<file path="src/adc_ctrl_pkg.sv">
// package: register map, field positions, reset values and timing for the converter control
package adc_ctrl_pkg;
    // register offsets on the plain register port
    localparam logic [7:0] adc_control_addr  = 8'hE8;
    localparam logic [7:0] result_high_addr  = 8'hE9;
    localparam logic [7:0] result_low_addr   = 8'hEA;
    localparam logic [7:0] irq_status_addr   = 8'hEB;
    localparam logic [7:0] irq_enable_addr   = 8'hEC;
    localparam logic [7:0] irq_clear_addr    = 8'hED;
    localparam logic [7:0] window_low_addr   = 8'hEE;
    localparam logic [7:0] window_high_addr  = 8'hEF;
    localparam logic [7:0] repeat_addr       = 8'hF0;
    // bit positions inside adc_control
    localparam int bit_enable   = 7;
    localparam int bit_burst    = 6;
    localparam int bit_done     = 5;
    localparam int bit_busy     = 4;
    localparam int bit_window   = 3;
    localparam int bit_ljust    = 2;
    // reset values
    localparam logic [7:0]  control_reset   = 8'h00;
    localparam logic [11:0] window_lo_reset = 12'h000;
    localparam logic [11:0] window_hi_reset = 12'hFFF;
    // conversion time as a count of clock cycles (12 cycles at 125 MHz is 96 ns)
    localparam int conv_time_ns     = 96;
    localparam int clk_period_ns    = 8;
    localparam int conv_cycles      = (conv_time_ns + clk_period_ns - 1) / clk_period_ns;
    localparam logic [4:0] conv_last = 5'(conv_cycles - 1);
    // start-of-conversion sources
    typedef enum logic [1:0] {
        src_write   = 2'b00,
        src_timer1  = 2'b01,
        src_strobe  = 2'b10,
        src_timer2  = 2'b11
    } start_source_type;
    // sequencer states
    typedef enum logic [1:0] {
        st_off  = 2'b00,
        st_idle = 2'b01,
        st_conv = 2'b10
    } conv_state_type;
endpackage : adc_ctrl_pkg

</file>
<file path="src/adc_conversion_control.sv">
// adc_conversion_control: control register, start sequencing, flags and interrupt of the converter
// How it works
// - enable bit off keeps converter shut down
// - done flag sticky until cleared
// - busy reads one during conversion
// - busy write starts only in source 00b
// - window flag sets on window match
// - justify bit picks right or left
// - timer 1 or 2 overflow starts
// - strobe rising edge starts conversion
`timescale 1ns/1ps
`default_nettype none
module adc_conversion_control (
    input  wire logic        clk,
    input  wire logic        rstn,
    input  wire logic [7:0]  addr,
    input  wire logic [7:0]  wdata,
    input  wire logic        wr,
    input  wire logic        rd,
    output logic [7:0]       rdata,
    input  wire logic        timer1_overflow,
    input  wire logic        timer2_overflow,
    input  wire logic        external_convert_strobe,
    input  wire logic [11:0] core_data,
    input  wire logic        core_valid,
    output logic             core_power_on,
    output logic             core_start,
    output logic             core_burst,
    output logic             irq
);
    typedef struct packed {
        adc_ctrl_pkg::conv_state_type fsm;
        logic [4:0]  count;
        logic        conv_enable_bit;
        logic        burst_select;
        logic        conv_done_flag;
        logic        conv_busy_flag;
        logic        window_match_flag;
        logic        left_justify_select;
        logic [1:0]  start_source_select;
        logic [1:0]  repeat_count_field;
        logic [11:0] result;
        logic [11:0] window_lo;
        logic [11:0] window_hi;
        logic [1:0]  irq_enable;
        logic [7:0]  rdata;
        logic        start_pulse;
    } ctrl_state_type;

    ctrl_state_type state;
    ctrl_state_type next_state;
    logic           start;
    logic           sw_start;
    logic           finish;
    logic           in_window;
    logic [7:0]     high_byte;
    logic [7:0]     low_byte;
    logic [11:0]    sample;
    logic [7:0]     control;
    logic           idle_ready;

    // software start only counts while source is the busy-bit write
    assign sw_start = wr && addr == adc_ctrl_pkg::adc_control_addr
                      && wdata[adc_ctrl_pkg::bit_busy];

    start_select u_start (
        .clk                     (clk),
        .rstn                    (rstn),
        .source                  (state.start_source_select),
        .sw_start                (sw_start),
        .timer1_overflow         (timer1_overflow),
        .timer2_overflow         (timer2_overflow),
        .external_convert_strobe (external_convert_strobe),
        .start                   (start)
    );

    result_format u_format (
        .data         (state.result),
        .left_justify (state.left_justify_select),
        .high_byte    (high_byte),
        .low_byte     (low_byte)
    );

    // a conversion ends when the core delivers data or the internal count runs out
    assign finish = state.fsm == adc_ctrl_pkg::st_conv
                    && (core_valid || state.count == adc_ctrl_pkg::conv_last);
    assign sample = core_valid ? core_data : state.result;
    assign in_window = sample >= state.window_lo && sample <= state.window_hi;
    // trigger can be taken this cycle and no register write disturbs it
    assign idle_ready = state.fsm == adc_ctrl_pkg::st_idle && state.conv_enable_bit && !wr;

    assign control = {state.conv_enable_bit, state.burst_select, state.conv_done_flag,
                      state.conv_busy_flag, state.window_match_flag,
                      state.left_justify_select, state.start_source_select};

    // sequencer, register writes and flag updates
    always_comb begin
        next_state = state;
        next_state.start_pulse = 1'b0;
        unique case (state.fsm)
            adc_ctrl_pkg::st_off: begin
                if (state.conv_enable_bit) begin
                    next_state.fsm = adc_ctrl_pkg::st_idle;
                end
            end
            adc_ctrl_pkg::st_idle: begin
                if (!state.conv_enable_bit) begin
                    next_state.fsm = adc_ctrl_pkg::st_off;
                end else if (start) begin
                    next_state.fsm = adc_ctrl_pkg::st_conv;
                    next_state.count = 5'h00;
                    next_state.start_pulse = 1'b1;
                end
            end
            adc_ctrl_pkg::st_conv: begin
                next_state.count = state.count + 5'h01;
                if (finish) begin
                    next_state.fsm = adc_ctrl_pkg::st_idle;
                end
            end
            default: next_state.fsm = adc_ctrl_pkg::st_off;
        endcase
        // software writes first, so hardware events below win over a clear
        if (wr) begin
            unique case (addr)
                adc_ctrl_pkg::adc_control_addr: begin
                    next_state.conv_enable_bit     = wdata[adc_ctrl_pkg::bit_enable];
                    next_state.burst_select        = wdata[adc_ctrl_pkg::bit_burst];
                    next_state.conv_done_flag      = wdata[adc_ctrl_pkg::bit_done];
                    next_state.window_match_flag   = wdata[adc_ctrl_pkg::bit_window];
                    next_state.left_justify_select = wdata[adc_ctrl_pkg::bit_ljust];
                    next_state.start_source_select = wdata[1:0];
                end
                adc_ctrl_pkg::irq_enable_addr: next_state.irq_enable = wdata[1:0];
                adc_ctrl_pkg::irq_clear_addr: begin
                    if (wdata[0]) next_state.conv_done_flag = 1'b0;
                    if (wdata[1]) next_state.window_match_flag = 1'b0;
                end
                adc_ctrl_pkg::window_low_addr:  next_state.window_lo = {4'h0, wdata};
                adc_ctrl_pkg::window_high_addr: next_state.window_hi = {4'h0, wdata};
                adc_ctrl_pkg::repeat_addr:      next_state.repeat_count_field = wdata[1:0];
                default: ;
            endcase
        end
        // busy follows the sequencer: set on start, cleared on finish
        if (next_state.start_pulse) begin
            next_state.conv_busy_flag = 1'b1;
        end else if (finish || state.fsm != adc_ctrl_pkg::st_conv) begin
            next_state.conv_busy_flag = 1'b0;
        end
        if (finish) begin
            next_state.result = sample;
            next_state.conv_done_flag = 1'b1;
            if (in_window) begin
                next_state.window_match_flag = 1'b1;
            end
        end
        // read data for the cycle after the read strobe
        next_state.rdata = 8'h00;
        if (rd) begin
            unique case (addr)
                adc_ctrl_pkg::adc_control_addr: next_state.rdata = control;
                adc_ctrl_pkg::result_high_addr: next_state.rdata = high_byte;
                adc_ctrl_pkg::result_low_addr:  next_state.rdata = low_byte;
                adc_ctrl_pkg::irq_status_addr:
                    next_state.rdata = {6'h00, state.window_match_flag, state.conv_done_flag};
                adc_ctrl_pkg::irq_enable_addr:  next_state.rdata = {6'h00, state.irq_enable};
                adc_ctrl_pkg::window_low_addr:  next_state.rdata = state.window_lo[7:0];
                adc_ctrl_pkg::window_high_addr: next_state.rdata = state.window_hi[7:0];
                adc_ctrl_pkg::repeat_addr:
                    next_state.rdata = {6'h00, state.repeat_count_field};
                default: next_state.rdata = 8'h00;
            endcase
        end
    end

    // all control bits reset to zero; window opens fully so any result matches
    always_ff @(posedge clk) begin
        if (!rstn) begin
            state           <= '0;
            state.window_hi <= adc_ctrl_pkg::window_hi_reset;
        end else begin
            state <= next_state;
        end
    end

    assign rdata         = state.rdata;
    assign core_power_on = state.conv_enable_bit;
    assign core_start    = state.start_pulse;
    assign core_burst    = state.burst_select;
    assign irq = |(state.irq_enable & {state.window_match_flag, state.conv_done_flag});
endmodule : adc_conversion_control
`default_nettype wire

</file>
<file path="src/result_format.sv">
// result_format: justifies the 12-bit result into high and low bytes
`timescale 1ns/1ps
`default_nettype none
module result_format (
    input  wire logic [11:0] data,
    input  wire logic        left_justify,
    output logic [7:0]       high_byte,
    output logic [7:0]       low_byte
);
    // left: data in bits 15:4, right: data in bits 11:0
    always_comb begin
        if (left_justify) begin
            high_byte = data[11:4];
            low_byte  = {data[3:0], 4'h0};
        end else begin
            high_byte = {4'h0, data[11:8]};
            low_byte  = data[7:0];
        end
    end
endmodule : result_format
`default_nettype wire

</file>
<file path="src/start_select.sv">
// start_select: picks the start-of-conversion trigger and catches strobe rising edges
`timescale 1ns/1ps
`default_nettype none
module start_select (
    input  wire logic       clk,
    input  wire logic       rstn,
    input  wire logic [1:0] source,
    input  wire logic       sw_start,
    input  wire logic       timer1_overflow,
    input  wire logic       timer2_overflow,
    input  wire logic       external_convert_strobe,
    output logic            start
);
    typedef struct packed {
        logic strobe_last;
    } sel_state_type;

    sel_state_type state;
    sel_state_type next_state;

    // remember the strobe level so a held-high strobe starts only once
    always_comb begin
        next_state = state;
        next_state.strobe_last = external_convert_strobe;
    end

    always_ff @(posedge clk) begin
        if (!rstn) begin
            state <= '0;
        end else begin
            state <= next_state;
        end
    end

    // one-cycle trigger from the selected source
    always_comb begin
        unique case (adc_ctrl_pkg::start_source_type'(source))
            adc_ctrl_pkg::src_write:  start = sw_start;
            adc_ctrl_pkg::src_timer1: start = timer1_overflow;
            adc_ctrl_pkg::src_strobe: start = external_convert_strobe & ~state.strobe_last;
            adc_ctrl_pkg::src_timer2: start = timer2_overflow;
        endcase
    end
endmodule : start_select
`default_nettype wire

</file>
<file path="config.mk">
export PLATFORM = sky130hd
export DESIGN_NAME = adc_conversion_control
export DESIGN_NICKNAME = d
export VERILOG_FILES = /design/src/adc_ctrl_pkg.sv /design/src/adc_conversion_control.sv /design/src/result_format.sv /design/src/start_select.sv
export SDC_FILE = /design/constraint.sdc
export NUM_CORES = 1
export LEC_CHECK = 0
export BUFFER_PORTS_ARGS = -buffer_cell sky130_fd_sc_hd__buf_2
export CELL_PAD_IN_SITES_DETAIL_PLACEMENT = 2
export CELL_PAD_IN_SITES_GLOBAL_PLACEMENT = 2
export CORE_MARGIN = 2
export CORE_UTILIZATION = 35
export CTS_CLUSTER_DIAMETER = 80
export CTS_CLUSTER_SIZE = 28
export DETAILED_ROUTE_END_ITERATION = 16
export PLACE_DENSITY_LB_ADDON = 0.15
export SLEW_MARGIN = 5
export SYNTH_ARGS = -nofsm -noshare
export SYNTH_HDL_FRONTEND = slang
export SYNTH_SLANG_ARGS = --single-unit
</file>
<file path="constraint.sdc">
create_clock -name clk -period 2.82 [get_ports clk]
set_clock_uncertainty 0.1 [all_clocks]
set_input_delay 0.141 -clock clk [delete_from_list [all_inputs] [get_ports clk]]
set_output_delay 0.141 -clock clk [all_outputs]
set_load 0.02 [all_outputs]
</file>
==> metrics.cfg <==
[status]
outcome=completed

[clocking]
clock_sinks=58
worstSkewPairLatency_ns=0.36
root_buffer=clkbuf_8
path_clk_slew_ns=0.06
cts_tree=built
clockBufferDepth=2
cts_buffers=9
cts_resized=0
cts.htree.levels=3

[layout]
nets=484
nFillCells=1061
multiInputGateArea_um2=2016
num_antenna_cells=0
fin_area_um2=4008
instances_no_fill=559
regArea_um2=1161
syn_to_final_growth_pct=18.45
drive_gt1_frac=0.2186

[floorplanning]
dieArea_um2=10470
start_util=0.3627
die_x_um=102.3
row_count=35
ios=48
core_area_um2=9328
fp.dieH_um=102.3

[pwr]
comb_power_share=0.087
switching_share=0.2525
p_sw_mw=0.4499
leakagePower_nw=1.601
p_seq_frac=0.461
internal-power_mw=1.332
ir_drop_uv=172.6
total_power_mw=1.782
pwr-share-clk=0.452
power.density_nw_per_um2=444.6

[timing]
fin_crit_sh=0.9117
timing.hold.ws_ns=0.01644
tns_ns=0
hold_viol=0
maxSlewHeadroom=0.4648
drv_slew=0
max_freq_mhz=389.0
setup_viol=0
post-route-min-period_ns=2.571
tightest_slew_ns=0.7967
rsz0062_at_grt=no

[route]
vias=3065
wl_per_cell_um=20.61
drtIter0Drc=83
ant_nets=0
avgViaCountPerCell=5.483
drcViolationCount=0
routed_wl_mm=11.52
drtPass1Iterations=4

[global_route]
grt.overflow.total=0
grt_pass1_wl_mm=18.42
gr-usage-all-layers=0.2354
antenna_found_initial=0
grt_max_degree=32
grt_pass1_vias=3292

[synth]
synth_top_area_frac=0.3432
synth_area_um2=3383
ys_seq_area_frac=0.3432
synth_nets=430
yosys_warnings=0
synthFlopType=dfxtp_1
ys_top_cells_by_area=dfxtp_1 34%, ha_1 7.8%, mux2i_1 6.5%
avgSynthCellArea_um2=9.070
synth_edf_count=0
async_flop_share=0
ys_ff_latch=58
synthCells=373
synth_area_leader_cell=dfxtp_1
synthDistinctLibCells=56
synth.most_common_cell=dfxtp_1
synth_commonest_cells=58 x dfxtp_1, 34 x nand2_1, 24 x nor2b_1

[worst_setup_path]
crit_path_end_kind=flop
arrival_ns=2.72
worstPathMaxFanout=4
required_ns=2.97
worst-setup-path-type=flop to flop
start_kind=flop

[placement]
gp_congestion=0.8376
place_area_um2=3746
post-dp-hpwl_mm=8.559
dp_cells=538
io_buffers=47

[run]
cap_violations=0

[worst_hold_path]
hp-class=primary input to flop

-- area by class of cell --
class / count / share of cell area
clock buffer: 11 / 0.03778
clock inverter: 3 / 0.009991
tap: 129 / 0.04027
sequential: 58 / 0.2897
timing repair buffer: 66 / 0.09866
multi-input combinational: 270 / 0.5030
inverter: 22 / 0.02061
-- path summary, 6_finish.rpt --
| check | start | end | slack (ns) | cells after the start |
|---|---|---|---|---|
| setup / recovery | state[40]$_SDFFE_PN0P_ | control[3]$_SDFF_PN0_ | 0.25 | 7 |
| hold / removal | wdata[0] | state[23]$_SDFFE_PN0P_ | 0.02 | 3 |
| setup reg to reg | state[40]$_SDFFE_PN0P_ | control[3]$_SDFF_PN0_ | 0.25 | 7 |
| hold reg to reg | state[48]$_SDFFE_PN0P_ | state[48]$_SDFFE_PN0P_ | 0.38 | 2 |
-- state kept, by name (all words and copies together), names as in the netlist --
register and flops:
state 40, rdata 8, control 6, core_burst 1, core_power_on 1, core_start 1, u_start.state 1
-- metal layers --
layer / GRT usage / share of wire / wire length (µm) / up-vias
li1: - / - / - / 1474
met1: 0.3148 / 0.47 / 5420 / 1497
met2: 0.3932 / 0.47 / 5413 / 75
met3: 0.04378 / 0.045 / 515 / 19
met4: 0.05744 / 0.015 / 171 / 0
met5: 0 / 0 / 0 / -
-- power groups by stage --
stage               Combinational (mW)  Clock, mW  Sequential [mW]
floorplan                       0.0830          0            0.839
global placement                 0.142          0            0.840
detailed placement               0.146          0            0.840
CTS                              0.156      0.813            0.821
global route                     0.170      0.854            0.821
finish                           0.155      0.805            0.821
-- metrics by stage --
step | utilization | worst slack, ns
final | 0.4296 | 0.2491
after global routing | 0.4296 | 0.2688
after global placement | 0.4016 | 0.2948
after CTS | 0.4296 | 0.2997
after detailed placement | 0.4016 | 0.2418
after floorplan | - | 0.4264
-- worst max-delay path, stage by stage (launching register included) --
cell	delay, ns
dfxtp_1	0.34
mux2_2	0.30
ha_1	0.33
a2111oi_0	0.51
o21ai_0	0.20
a211o_1	0.31
a22o_1	0.18
a41o_1	0.19
-- cell families after synthesis --
kind of cell	synth area share
xor+xnor	0.007768
simple gates	0.2090
fa+ha+maj	0.07766
buf+inv	0.06102
compound gates	0.1908
mux	0.1106
flops	0.3432
-- cell usage in the layout (no fill, tap or decap), types with 12 or more instances in the layout --
cell type	instances
inv_1	22
nor2b_1	24
mux2i_1	22
a21oi_1	12
a22oi_1	13
buf_2	47
ha_1	21
dfxtp_1	58
nand3_1	17
nand2_1	34
buf_4	12
-- what timing repair did --
action,4_1_cts,5_1_grt
hold endpoints to repair,14,0
hold buffers,7,0
buffers inserted,0,0
Power figures use the tool's default switching activity.
